$ cat src/pkg/power_status_regs_defs.vh
/*
 * Register offsets, field positions and reset values of the power status and interrupt mask register bank.
 * Assumes it is included by its bare name from the design file; holds definitions only.
 */
`ifndef POWER_STATUS_REGS_DEFS_VH
`define POWER_STATUS_REGS_DEFS_VH

`define ADDR_W                8
`define DATA_W                8

`define OFS_TOP_INT_FLAGS     8'h20
`define OFS_TOP_LIVE_STATUS   8'h25
`define OFS_STEP_DOWN_STATUS  8'h26
`define OFS_STEP_UP_STATUS    8'h27
`define OFS_MONITOR_STATUS    8'h28
`define OFS_TOP_MASK_ONE      8'h29

`define BIT_SD2_ENABLED       7
`define BIT_SD2_VALID         6
`define BIT_SD2_ILIM          4
`define BIT_SD1_ENABLED       3
`define BIT_SD1_VALID         2
`define BIT_SD1_ILIM          0

`define BIT_SU_ENABLED        3
`define BIT_SU_VALID          2
`define BIT_SU_ILIM           0

`define BIT_MON_TWO_VALID     4
`define BIT_MON_ONE_VALID     2
`define BIT_ANALOG_VALID      0

`define BIT_LOAD_MEAS         7
`define BIT_SYNC_CLK          3
`define BIT_THERMAL_WARN      1

`define RST_STATUS            8'h00
`define RST_MASK              8'h00
`define RST_FLAGS             8'h00

`endif

$ cat src/power_status_and_irq_mask_regs.v
/*
 * Register bank: live rail status, voltage monitor status, top-level interrupt flags and mask.
 * Assumes a serial control interface front end on ref_clk_in that hands over decoded byte
 * accesses, analog status levels that are asynchronous, and event pulses from logic on ref_clk_in.
 */
//
// Overview of operation
// - Step-down enable states at bits 7, 3
// - Step-down live output valid at bits 6, 2
// - Step-down live current limit at bits 4, 0
// - Step-up enable state at bit 3
// - Step-up live output valid at bit 2
// - Step-up live current limit at bit 0
// - Monitor inputs live valid at bits 4, 2
// - Analog supply live valid at bit 0
// - Mask bit 7 blocks load measurement interrupt
// - Mask bit 3 blocks sync clock interrupt
// - Mask bit 1 blocks thermal warning interrupt
// - Thermal mask leaves live status untouched
// - Mask power-up default loaded from OTP
// - Flags latch on event, write one clears
// - Live thermal warning follows die temperature
`timescale 1ns/1ps
`include "power_status_regs_defs.vh"

module power_status_and_irq_mask_regs
(
    input  wire                 ref_clk_in,
    input  wire                 nrst_in,
    input  wire [`ADDR_W-1:0]   reg_addr_in,
    input  wire                 reg_wr_in,
    input  wire [`DATA_W-1:0]   reg_wdata_in,
    input  wire                 reg_rd_in,
    output reg  [`DATA_W-1:0]   reg_rdata_out,
    output reg                  reg_rvalid_out,
    input  wire                 first_stepdown_enabled_in,
    input  wire                 first_stepdown_output_valid_in,
    input  wire                 first_stepdown_at_current_limit_in,
    input  wire                 second_stepdown_enabled_in,
    input  wire                 second_stepdown_output_valid_in,
    input  wire                 second_stepdown_at_current_limit_in,
    input  wire                 stepup_enabled_in,
    input  wire                 stepup_output_valid_in,
    input  wire                 stepup_at_current_limit_in,
    input  wire                 monitor_one_valid_in,
    input  wire                 monitor_two_valid_in,
    input  wire                 analog_supply_valid_in,
    input  wire                 thermal_warning_live_in,
    input  wire                 load_meas_ready_event_in,
    input  wire                 sync_clk_event_in,
    input  wire [`DATA_W-1:0]   otp_mask_default_in,
    output reg                  irq_out
);

    localparam NUM_LIVE = 13;

    // Live level index into the synchroniser vector
    localparam L_SD1_EN = 0;
    localparam L_SD1_PG = 1;
    localparam L_SD1_IL = 2;
    localparam L_SD2_EN = 3;
    localparam L_SD2_PG = 4;
    localparam L_SD2_IL = 5;
    localparam L_SU_EN  = 6;
    localparam L_SU_PG  = 7;
    localparam L_SU_IL  = 8;
    localparam L_MON1   = 9;
    localparam L_MON2   = 10;
    localparam L_ANA    = 11;
    localparam L_TWARN  = 12;

    reg  [NUM_LIVE-1:0] meta_ff;
    reg  [NUM_LIVE-1:0] live_ff;
    reg                 twarn_prev_ff;
    reg  [`DATA_W-1:0]  mask_ff;
    reg  [`DATA_W-1:0]  nxt_mask;
    reg                 mask_loaded_ff;
    reg  [`DATA_W-1:0]  flags_ff;
    reg  [`DATA_W-1:0]  nxt_flags;
    reg  [`DATA_W-1:0]  set_vec;
    reg  [`DATA_W-1:0]  clr_vec;
    reg  [`DATA_W-1:0]  step_down_word;
    reg  [`DATA_W-1:0]  step_up_word;
    reg  [`DATA_W-1:0]  monitor_word;
    reg  [`DATA_W-1:0]  top_live_word;
    reg  [`DATA_W-1:0]  rd_mux;

    wire [NUM_LIVE-1:0] raw_levels;

    // One shared write decode, so the flag clear and the mask write cannot drift apart
    function wr_hit;
        input [`ADDR_W-1:0] addr;
        input [`ADDR_W-1:0] target;
        input               strobe;
    begin
        wr_hit = strobe & (addr == target);
    end
    endfunction

    // Analog comparators are asynchronous; two flops before anything looks at them
    // Status reads lag a pin change by up to three edges; the levels are slow, so that is harmless
    assign raw_levels = {thermal_warning_live_in, analog_supply_valid_in, monitor_two_valid_in,
                         monitor_one_valid_in, stepup_at_current_limit_in, stepup_output_valid_in,
                         stepup_enabled_in, second_stepdown_at_current_limit_in,
                         second_stepdown_output_valid_in, second_stepdown_enabled_in,
                         first_stepdown_at_current_limit_in, first_stepdown_output_valid_in,
                         first_stepdown_enabled_in};

    always @(posedge ref_clk_in or negedge nrst_in)
    begin
        if (!nrst_in)
        begin
            meta_ff       <= {NUM_LIVE{1'b0}};
            live_ff       <= {NUM_LIVE{1'b0}};
            twarn_prev_ff <= 1'b0;
        end
        else
        begin
            meta_ff       <= raw_levels;
            live_ff       <= meta_ff;
            twarn_prev_ff <= live_ff[L_TWARN];
        end
    end

    // Status words are assembled straight from the live levels, so they are never latched
    always @*
    begin
        step_down_word = `RST_STATUS;
        step_down_word[`BIT_SD2_ENABLED] = live_ff[L_SD2_EN];
        step_down_word[`BIT_SD1_ENABLED] = live_ff[L_SD1_EN];
        step_down_word[`BIT_SD2_VALID]   = live_ff[L_SD2_PG];
        step_down_word[`BIT_SD1_VALID]   = live_ff[L_SD1_PG];
        step_down_word[`BIT_SD2_ILIM]    = live_ff[L_SD2_IL];
        step_down_word[`BIT_SD1_ILIM]    = live_ff[L_SD1_IL];

        step_up_word = `RST_STATUS;
        step_up_word[`BIT_SU_ENABLED]    = live_ff[L_SU_EN];
        step_up_word[`BIT_SU_VALID]      = live_ff[L_SU_PG];
        step_up_word[`BIT_SU_ILIM]       = live_ff[L_SU_IL];

        monitor_word = `RST_STATUS;
        monitor_word[`BIT_MON_TWO_VALID] = live_ff[L_MON2];
        monitor_word[`BIT_MON_ONE_VALID] = live_ff[L_MON1];
        monitor_word[`BIT_ANALOG_VALID]  = live_ff[L_ANA];

        // The mask never enters this path, so the live bit ignores it
        top_live_word = `RST_STATUS;
        top_live_word[`BIT_THERMAL_WARN] = live_ff[L_TWARN];
    end

    // Flags: hardware set wins over a software clear in the same cycle
    always @*
    begin
        set_vec = `RST_FLAGS;
        // Event pulses come from logic on this clock, so they are taken without synchronising
        set_vec[`BIT_LOAD_MEAS]    = load_meas_ready_event_in;
        set_vec[`BIT_SYNC_CLK]     = sync_clk_event_in;
        // A warning that stays high does not set the flag again until it has dropped
        set_vec[`BIT_THERMAL_WARN] = live_ff[L_TWARN] & ~twarn_prev_ff;
        clr_vec = `RST_FLAGS;
        if (wr_hit(reg_addr_in, `OFS_TOP_INT_FLAGS, reg_wr_in))
            clr_vec = reg_wdata_in;
        nxt_flags = (flags_ff & ~clr_vec) | set_vec;
    end

    // OTP default is taken on the first edge after reset release, never by the reset itself
    always @*
    begin
        nxt_mask = mask_ff;
        // A mask write in that first cycle is dropped; the host must wait one more edge
        if (!mask_loaded_ff)
            nxt_mask = otp_mask_default_in;
        else if (wr_hit(reg_addr_in, `OFS_TOP_MASK_ONE, reg_wr_in))
            nxt_mask = reg_wdata_in;
    end

    // Status offsets have no write path at all
    // Unmapped offsets read zero, so a host probing the map never sees stale data
    always @*
    begin
        case (reg_addr_in)
            `OFS_STEP_DOWN_STATUS: rd_mux = step_down_word;
            `OFS_STEP_UP_STATUS:   rd_mux = step_up_word;
            `OFS_MONITOR_STATUS:   rd_mux = monitor_word;
            `OFS_TOP_LIVE_STATUS:  rd_mux = top_live_word;
            `OFS_TOP_MASK_ONE:     rd_mux = mask_ff;
            `OFS_TOP_INT_FLAGS:    rd_mux = flags_ff;
            default:               rd_mux = `RST_STATUS;
        endcase
    end

    always @(posedge ref_clk_in or negedge nrst_in)
    begin
        if (!nrst_in)
        begin
            mask_ff        <= `RST_MASK;
            mask_loaded_ff <= 1'b0;
            flags_ff       <= `RST_FLAGS;
            reg_rdata_out  <= `RST_STATUS;
            reg_rvalid_out <= 1'b0;
            irq_out        <= 1'b0;
        end
        else
        begin
            mask_ff        <= nxt_mask;
            mask_loaded_ff <= 1'b1;
            flags_ff       <= nxt_flags;
            reg_rvalid_out <= reg_rd_in;
            // Read data stands until the next read, so a slow host may fetch it late
            if (reg_rd_in)
                reg_rdata_out <= rd_mux;
            // Each mask bit gates only its own source; the flags keep latching underneath
            // Registered so the pin never glitches while flags and mask update
            irq_out <= (flags_ff[`BIT_LOAD_MEAS]    & ~mask_ff[`BIT_LOAD_MEAS])
                     | (flags_ff[`BIT_SYNC_CLK]     & ~mask_ff[`BIT_SYNC_CLK])
                     | (flags_ff[`BIT_THERMAL_WARN] & ~mask_ff[`BIT_THERMAL_WARN]);
        end
    end

endmodule // power_status_and_irq_mask_regs

$ cat config.mk
export PLATFORM = sky130hd
export DESIGN_NAME = power_status_and_irq_mask_regs
export DESIGN_NICKNAME = d
export VERILOG_FILES = /design/src/power_status_and_irq_mask_regs.v
export VERILOG_INCLUDE_DIRS = /design/src /design/src/pkg
export SDC_FILE = /design/constraint.sdc
export NUM_CORES = 1
export LEC_CHECK = 0
export BUFFER_PORTS_ARGS = -buffer_cell sky130_fd_sc_hd__buf_4
export CORE_MARGIN = 10
export CORE_UTILIZATION = 40
export CTS_CLUSTER_DIAMETER = 200
export DETAILED_ROUTE_END_ITERATION = 8
export GPL_ROUTABILITY_DRIVEN = 0
export SLEW_MARGIN = 20
export SYNTH_ARGS = -nofsm -noshare
export SYNTH_HDL_FRONTEND = slang
export SYNTH_SLANG_ARGS = --single-unit
$ cat constraint.sdc
create_clock -name ref_clk_in -period 2.89 [get_ports ref_clk_in]
set_input_delay 0.289 -clock ref_clk_in [delete_from_list [all_inputs] [get_ports ref_clk_in]]
set_output_delay 0.289 -clock ref_clk_in [all_outputs]
set_load 0.05 [all_outputs]
======== Yosys cells after proc, flatten, opt, wreduce, memory -nomap -nowiden ========
Index checks and enable logic that the tools add are counted.
word-level totals
  register bits after elaboration ......... 54
  bits of input ports ..................... 43
  output and inout bits ................... 10
  word-level logic and storage cells ...... 35
cells by class
  equality and inequality tests ........... 7
  mux-type cells .......................... 4
  bitwise logic cells ..................... 15
operator list
  kind                  count
  $eq A8 B6 Y1 const B  6
  $pmux W8 S6           1
  $mux W8               3
  $and A8 B8 Y8         1
  $not A8 Y8            1
  $or A8 B8 Y8          1
  $and A1 B1 Y1         6
  $not A1 Y1            4
  $ne A2 B1 Y1 const B  1
  $or A1 B1 Y1          2

======== Longest topological paths before layout ========
  depth after elaboration ................. 6
  depth in mapped cells ................... 5
  depth with buffers taken out ............ 4

======== Worst setup path before layout ========
No wires, ideal clock.
  kind .................................... input to register
  start ................................... in reg_addr_in[4]
  end ..................................... reg reg_rdata_out[4]
  library setup time ...................... 0.096 ns
  data arrival time ....................... 1.355 ns
  required time ........................... 2.794 ns
  path slack .............................. 1.440 ns
  cell stages on the path ................. 4
  path buffers ............................ 0
  cell sequence ........................... or4b_4 nor4_4 a32oi_1 o31ai_1
on the way
  word-level cells in the longest chain between the ends .. 2
  elaborated cells on any way between the ends .. 7
  classes of those cells .................. 6 x eq/ne; 1 x mux
ends and longest elaborated chain
  element                 RTL line                              source
  start: declaration      power_status_and_irq_mask_regs.v:30   input wire [`ADDR_W-1:0] reg_addr_in,
  $eq A8 B6 Y1            power_status_and_irq_mask_regs.v:181  case (reg_addr_in)
  $pmux W8 S6 (*)         power_status_and_irq_mask_regs.v:181
  end signal: assignment  power_status_and_irq_mask_regs.v:199  reg_rdata_out <= `RST_STATUS;
  end signal: assignment  power_status_and_irq_mask_regs.v:211  reg_rdata_out <= rd_mux;
  end: declaration        power_status_and_irq_mask_regs.v:34   output reg [`DATA_W-1:0] reg_rdata_out,
Every way passes the cells marked *; elsewhere a longest branch is shown, timed or not.
A chain may end at the register's enable or synchronous reset.

======== Final worst setup path ========
  start ................................... in reg_addr_in[4]
  end ..................................... reg mask_ff[5]
on the way
  word-level cells in the longest chain between the ends .. 3
ends and longest elaborated chain
  element                        RTL line                              source
  $eq A8 B6 Y1                   power_status_and_irq_mask_regs.v:96   wr_hit = strobe & (addr == target);
  $and A1 B1 Y1                  power_status_and_irq_mask_regs.v:96
  $ne A2 B1 Y1 (no source line)  --
  end signal: assignment         power_status_and_irq_mask_regs.v:196  mask_ff <= `RST_MASK;
  end signal: assignment         power_status_and_irq_mask_regs.v:205  mask_ff <= nxt_mask;
  end: declaration               power_status_and_irq_mask_regs.v:75   reg [`DATA_W-1:0] mask_ff;
No other way between the ends.

==> flow_metrics.py <==
metrics = {
    "yosys": {
        "synth_seq_cells": 54,
        "syn-num-nets": 200,
        "yosysSeqAreaShare_pct": 65.65,
        "synth_cell_types": 36,
        "syn_area_per_cell_sq_um": 13.11,
        "synth_ff_type": "dfrtp_1",
        "async_flop_share_pct": 100.0,
        "synth_area_sq_um": 2058,
        "synth_warnings": 0,
        "syn_inst": 157,
        "synth_edf_count": 0,
    },
    "final_layout": {
        "seqCellArea_sq_um": 1351,
        "final_cell_area_sq_um": 2596,
        "nFillCells": 449,
        "multiInputGateArea_sq_um": 658.1,
        "drive_gt1_share_pct": 30.81,
        "final_cell_mix": "54 x dfrtp_1, 52 x buf_4, 14 x mux2i_1",
        "layout.cells.most_common": "dfrtp_1",
        "finalNetCount": 253,
        "antenna_cells": 0,
        "finalNonFillerCells": 281,
        "area_growth_pct": 26.14,
    },
    "floorplanning": {
        "start_util_pct": 40.82,
        "die-area_sq_um": 8414,
        "die_h_um": 91.73,
        "coreArea_sq_um": 5042,
        "rows": 26,
        "die_w_um": 91.73,
        "io_pins": 53,
    },
    "power": {
        "power.density_nw_per_um2": 515.6,
        "p_leak_nw": 1.250,
        "peakVddDrop_uv": 279.9,
    },
    "critical_path": {
        "crit_path_start_kind": "input pin",
        "r2r_end": "reg_rdata_out[2]",
        "crit_end": "mask_ff[5]",
        "critPathMaxFanout": 8,
        "cp-end-kind": "flop",
        "r2r_slack_ps": 1780,
        "crit_type": "in -> reg",
        "timing.rr.start": "flags_ff[2]",
        "cp-startpoint": "reg_addr_in[4]",
        "rr_worst_depth": 3,
        "required_ps": 3050,
        "critPathArrivalTime_ps": 1600,
    },
    "drt": {
        "drtIter0Drc": 73,
        "drt_wl_total_mm": 4.688,
        "wl_per_cell_um": 16.68,
        "drc": 0,
        "vias": 1397,
        "drtPass1Iterations": 4,
        "routed_via_density": 4.972,
        "antenna_left": 0,
    },
    "clock_network": {
        "cts_resized": 0,
        "cts-buffers-inserted": 5,
        "post_cts_buffers": 0,
        "clk_pin_slew_ps": 90,
        "cts_tree": "yes",
        "hold_buffers": 0,
        "cts_sinks": 54,
        "clkLatencyLatePin_ps": 300,
        "htree_levels": 2,
        "cts_root_buf": "clkbuf_8",
        "cts.path.max_buffers": 2,
    },
    "global_route": {
        "antenna_found_initial": 0,
        "grt_pass1_wl_mm": 7.748,
        "grt_usage_pct": 11.56,
        "grt_start_max_net_pins": 55,
        "grt_pass1_vias": 1603,
        "grt_overflow": 0,
    },
    "timing": {
        "fin_setup_tns_ps": 0,
        "worstMarginPinSlew_ps": 647.4,
        "final.setup_skew_ps": 5.840,
        "fin_hold_ws_ps": 5.465,
        "setup_viol": 0,
        "finalHoldViolations": 0,
        "finalMaxSlewViolations": 0,
        "fmax_mhz": 693.5,
        "final.period_utilization_pct": 49.90,
        "rsz0062_at_grt": "false",
        "period_needed_ps": 1442,
        "relSlewSlack_pct": 56.84,
    },
    "hold_path": {
        "hp-class": "in -> async",
    },
    "place": {
        "port_buffers": 52,
        "placed_cell_area_sq_um": 2510,
        "dp_cells": 273,
        "hpwl_mm": 3.661,
    },
    "outcome": {
        "status": "completed",
    },
    "flow_run": {
        "timing.max_cap.violations": 0,
    },
}
-- cell families (layout without fill, tap and decap cells) --
| kind of cell | Yosys count | count (layout) | share of synthesized area, % |
|---|---|---|---|
| AND/OR/NAND/NOR | 37 | 37 | 11.06 |
| multiplexers | 14 | 14 | 6.808 |
| other | 1 | 1 | 0.1822 |
| AO/OA/AOI/OAI | 39 | 39 | 13.92 |
| flip-flops | 54 | 54 | 65.65 |
| buffers and inverters | 12 | 66 | 2.370 |
-- synth_stat cells, types with 3 or more instances --
cell type | instances | share of area [%]
a22o_1 | 5 | 2.1
inv_1 | 5 | 0.91
a21boi_0 | 5 | 1.8
dfrtp_1 | 54 | 66
a21oi_1 | 9 | 2.2
a32oi_1 | 4 | 1.7
nand2_1 | 7 | 1.3
buf_2 | 3 | 0.73
o2bb2ai_1 | 4 | 1.7
nor3_1 | 3 | 0.73
o21ai_0 | 3 | 0.73
nor2_1 | 13 | 2.4
mux2i_1 | 14 | 6.8
-- worst min-delay path by stage --
stage,start,endpoint,slack [ps],depth (start not counted)
6_report,nrst_in,live_ff[6],5,1
5_1_grt,nrst_in,reg_rdata_out[7],60,1
4_1_cts,nrst_in,live_ff[3],30,1
3_5_place_dp,meta_ff[10],live_ff[10],340,0
3_3_place_gp,meta_ff[10],live_ff[10],330,0
2_1_floorplan,nrst_in,flags_ff[0],-7,0
-- flip-flops by register name, summed over array words and instances, names as in the netlist --
register	count
irq_out	1
reg_rvalid_out	1
live_ff	13
twarn_prev_ff	1
mask_loaded_ff	1
meta_ff	13
flags_ff	8
mask_ff	8
reg_rdata_out	8
-- critical path, cell delays in order --
cell	delay (ps)
buf_4	130
nor4b_4	370
nand4_2	390
mux2i_1	300
a21oi_1	110
-- power by group --
part / internal, mW / leakage [nW] / switching, mW
sequential: 0.787 / 0.645 / 0.0156
clock: 0.171 / 0.0452 / 0.231
combinational: 0.0633 / 0.560 / 0.0700
-- area by class of cell --
cell class                 instances  area share, %
clock buffer                       6          2.795
clock inverter                     2         0.5301
inverter                           6         0.8675
multi-input combinational         91          25.35
sequential                        54          52.05
tap                               70          3.373
timing repair buffer              52          15.04
-- per-layer routing --
| layer | wire [um] | vias to the layer above | GRT usage, % | part of all wire (%) |
|---|---|---|---|---|
| met4 | 115 | 0 | 4.499 | 2.5 |
| met5 | 0 | - | 0 | 0 |
| li1 | - | 666 | - | - |
| met2 | 2472 | 42 | 20.56 | 53 |
| met1 | 1837 | 676 | 12.46 | 39 |
| met3 | 263 | 13 | 3.749 | 5.6 |
-- stage by stage --
step	setup slack, ps	total power [mW]	utilization [%]
after floorplan	1440	0.8701	-
after global placement	1156	0.9491	49.78
after detailed placement	1128	0.9545	49.78
after CTS	1450	1.361	51.49
after global routing	1390	1.405	51.49
final	1448	1.339	51.49
Power figures use the tool's default switching activity.
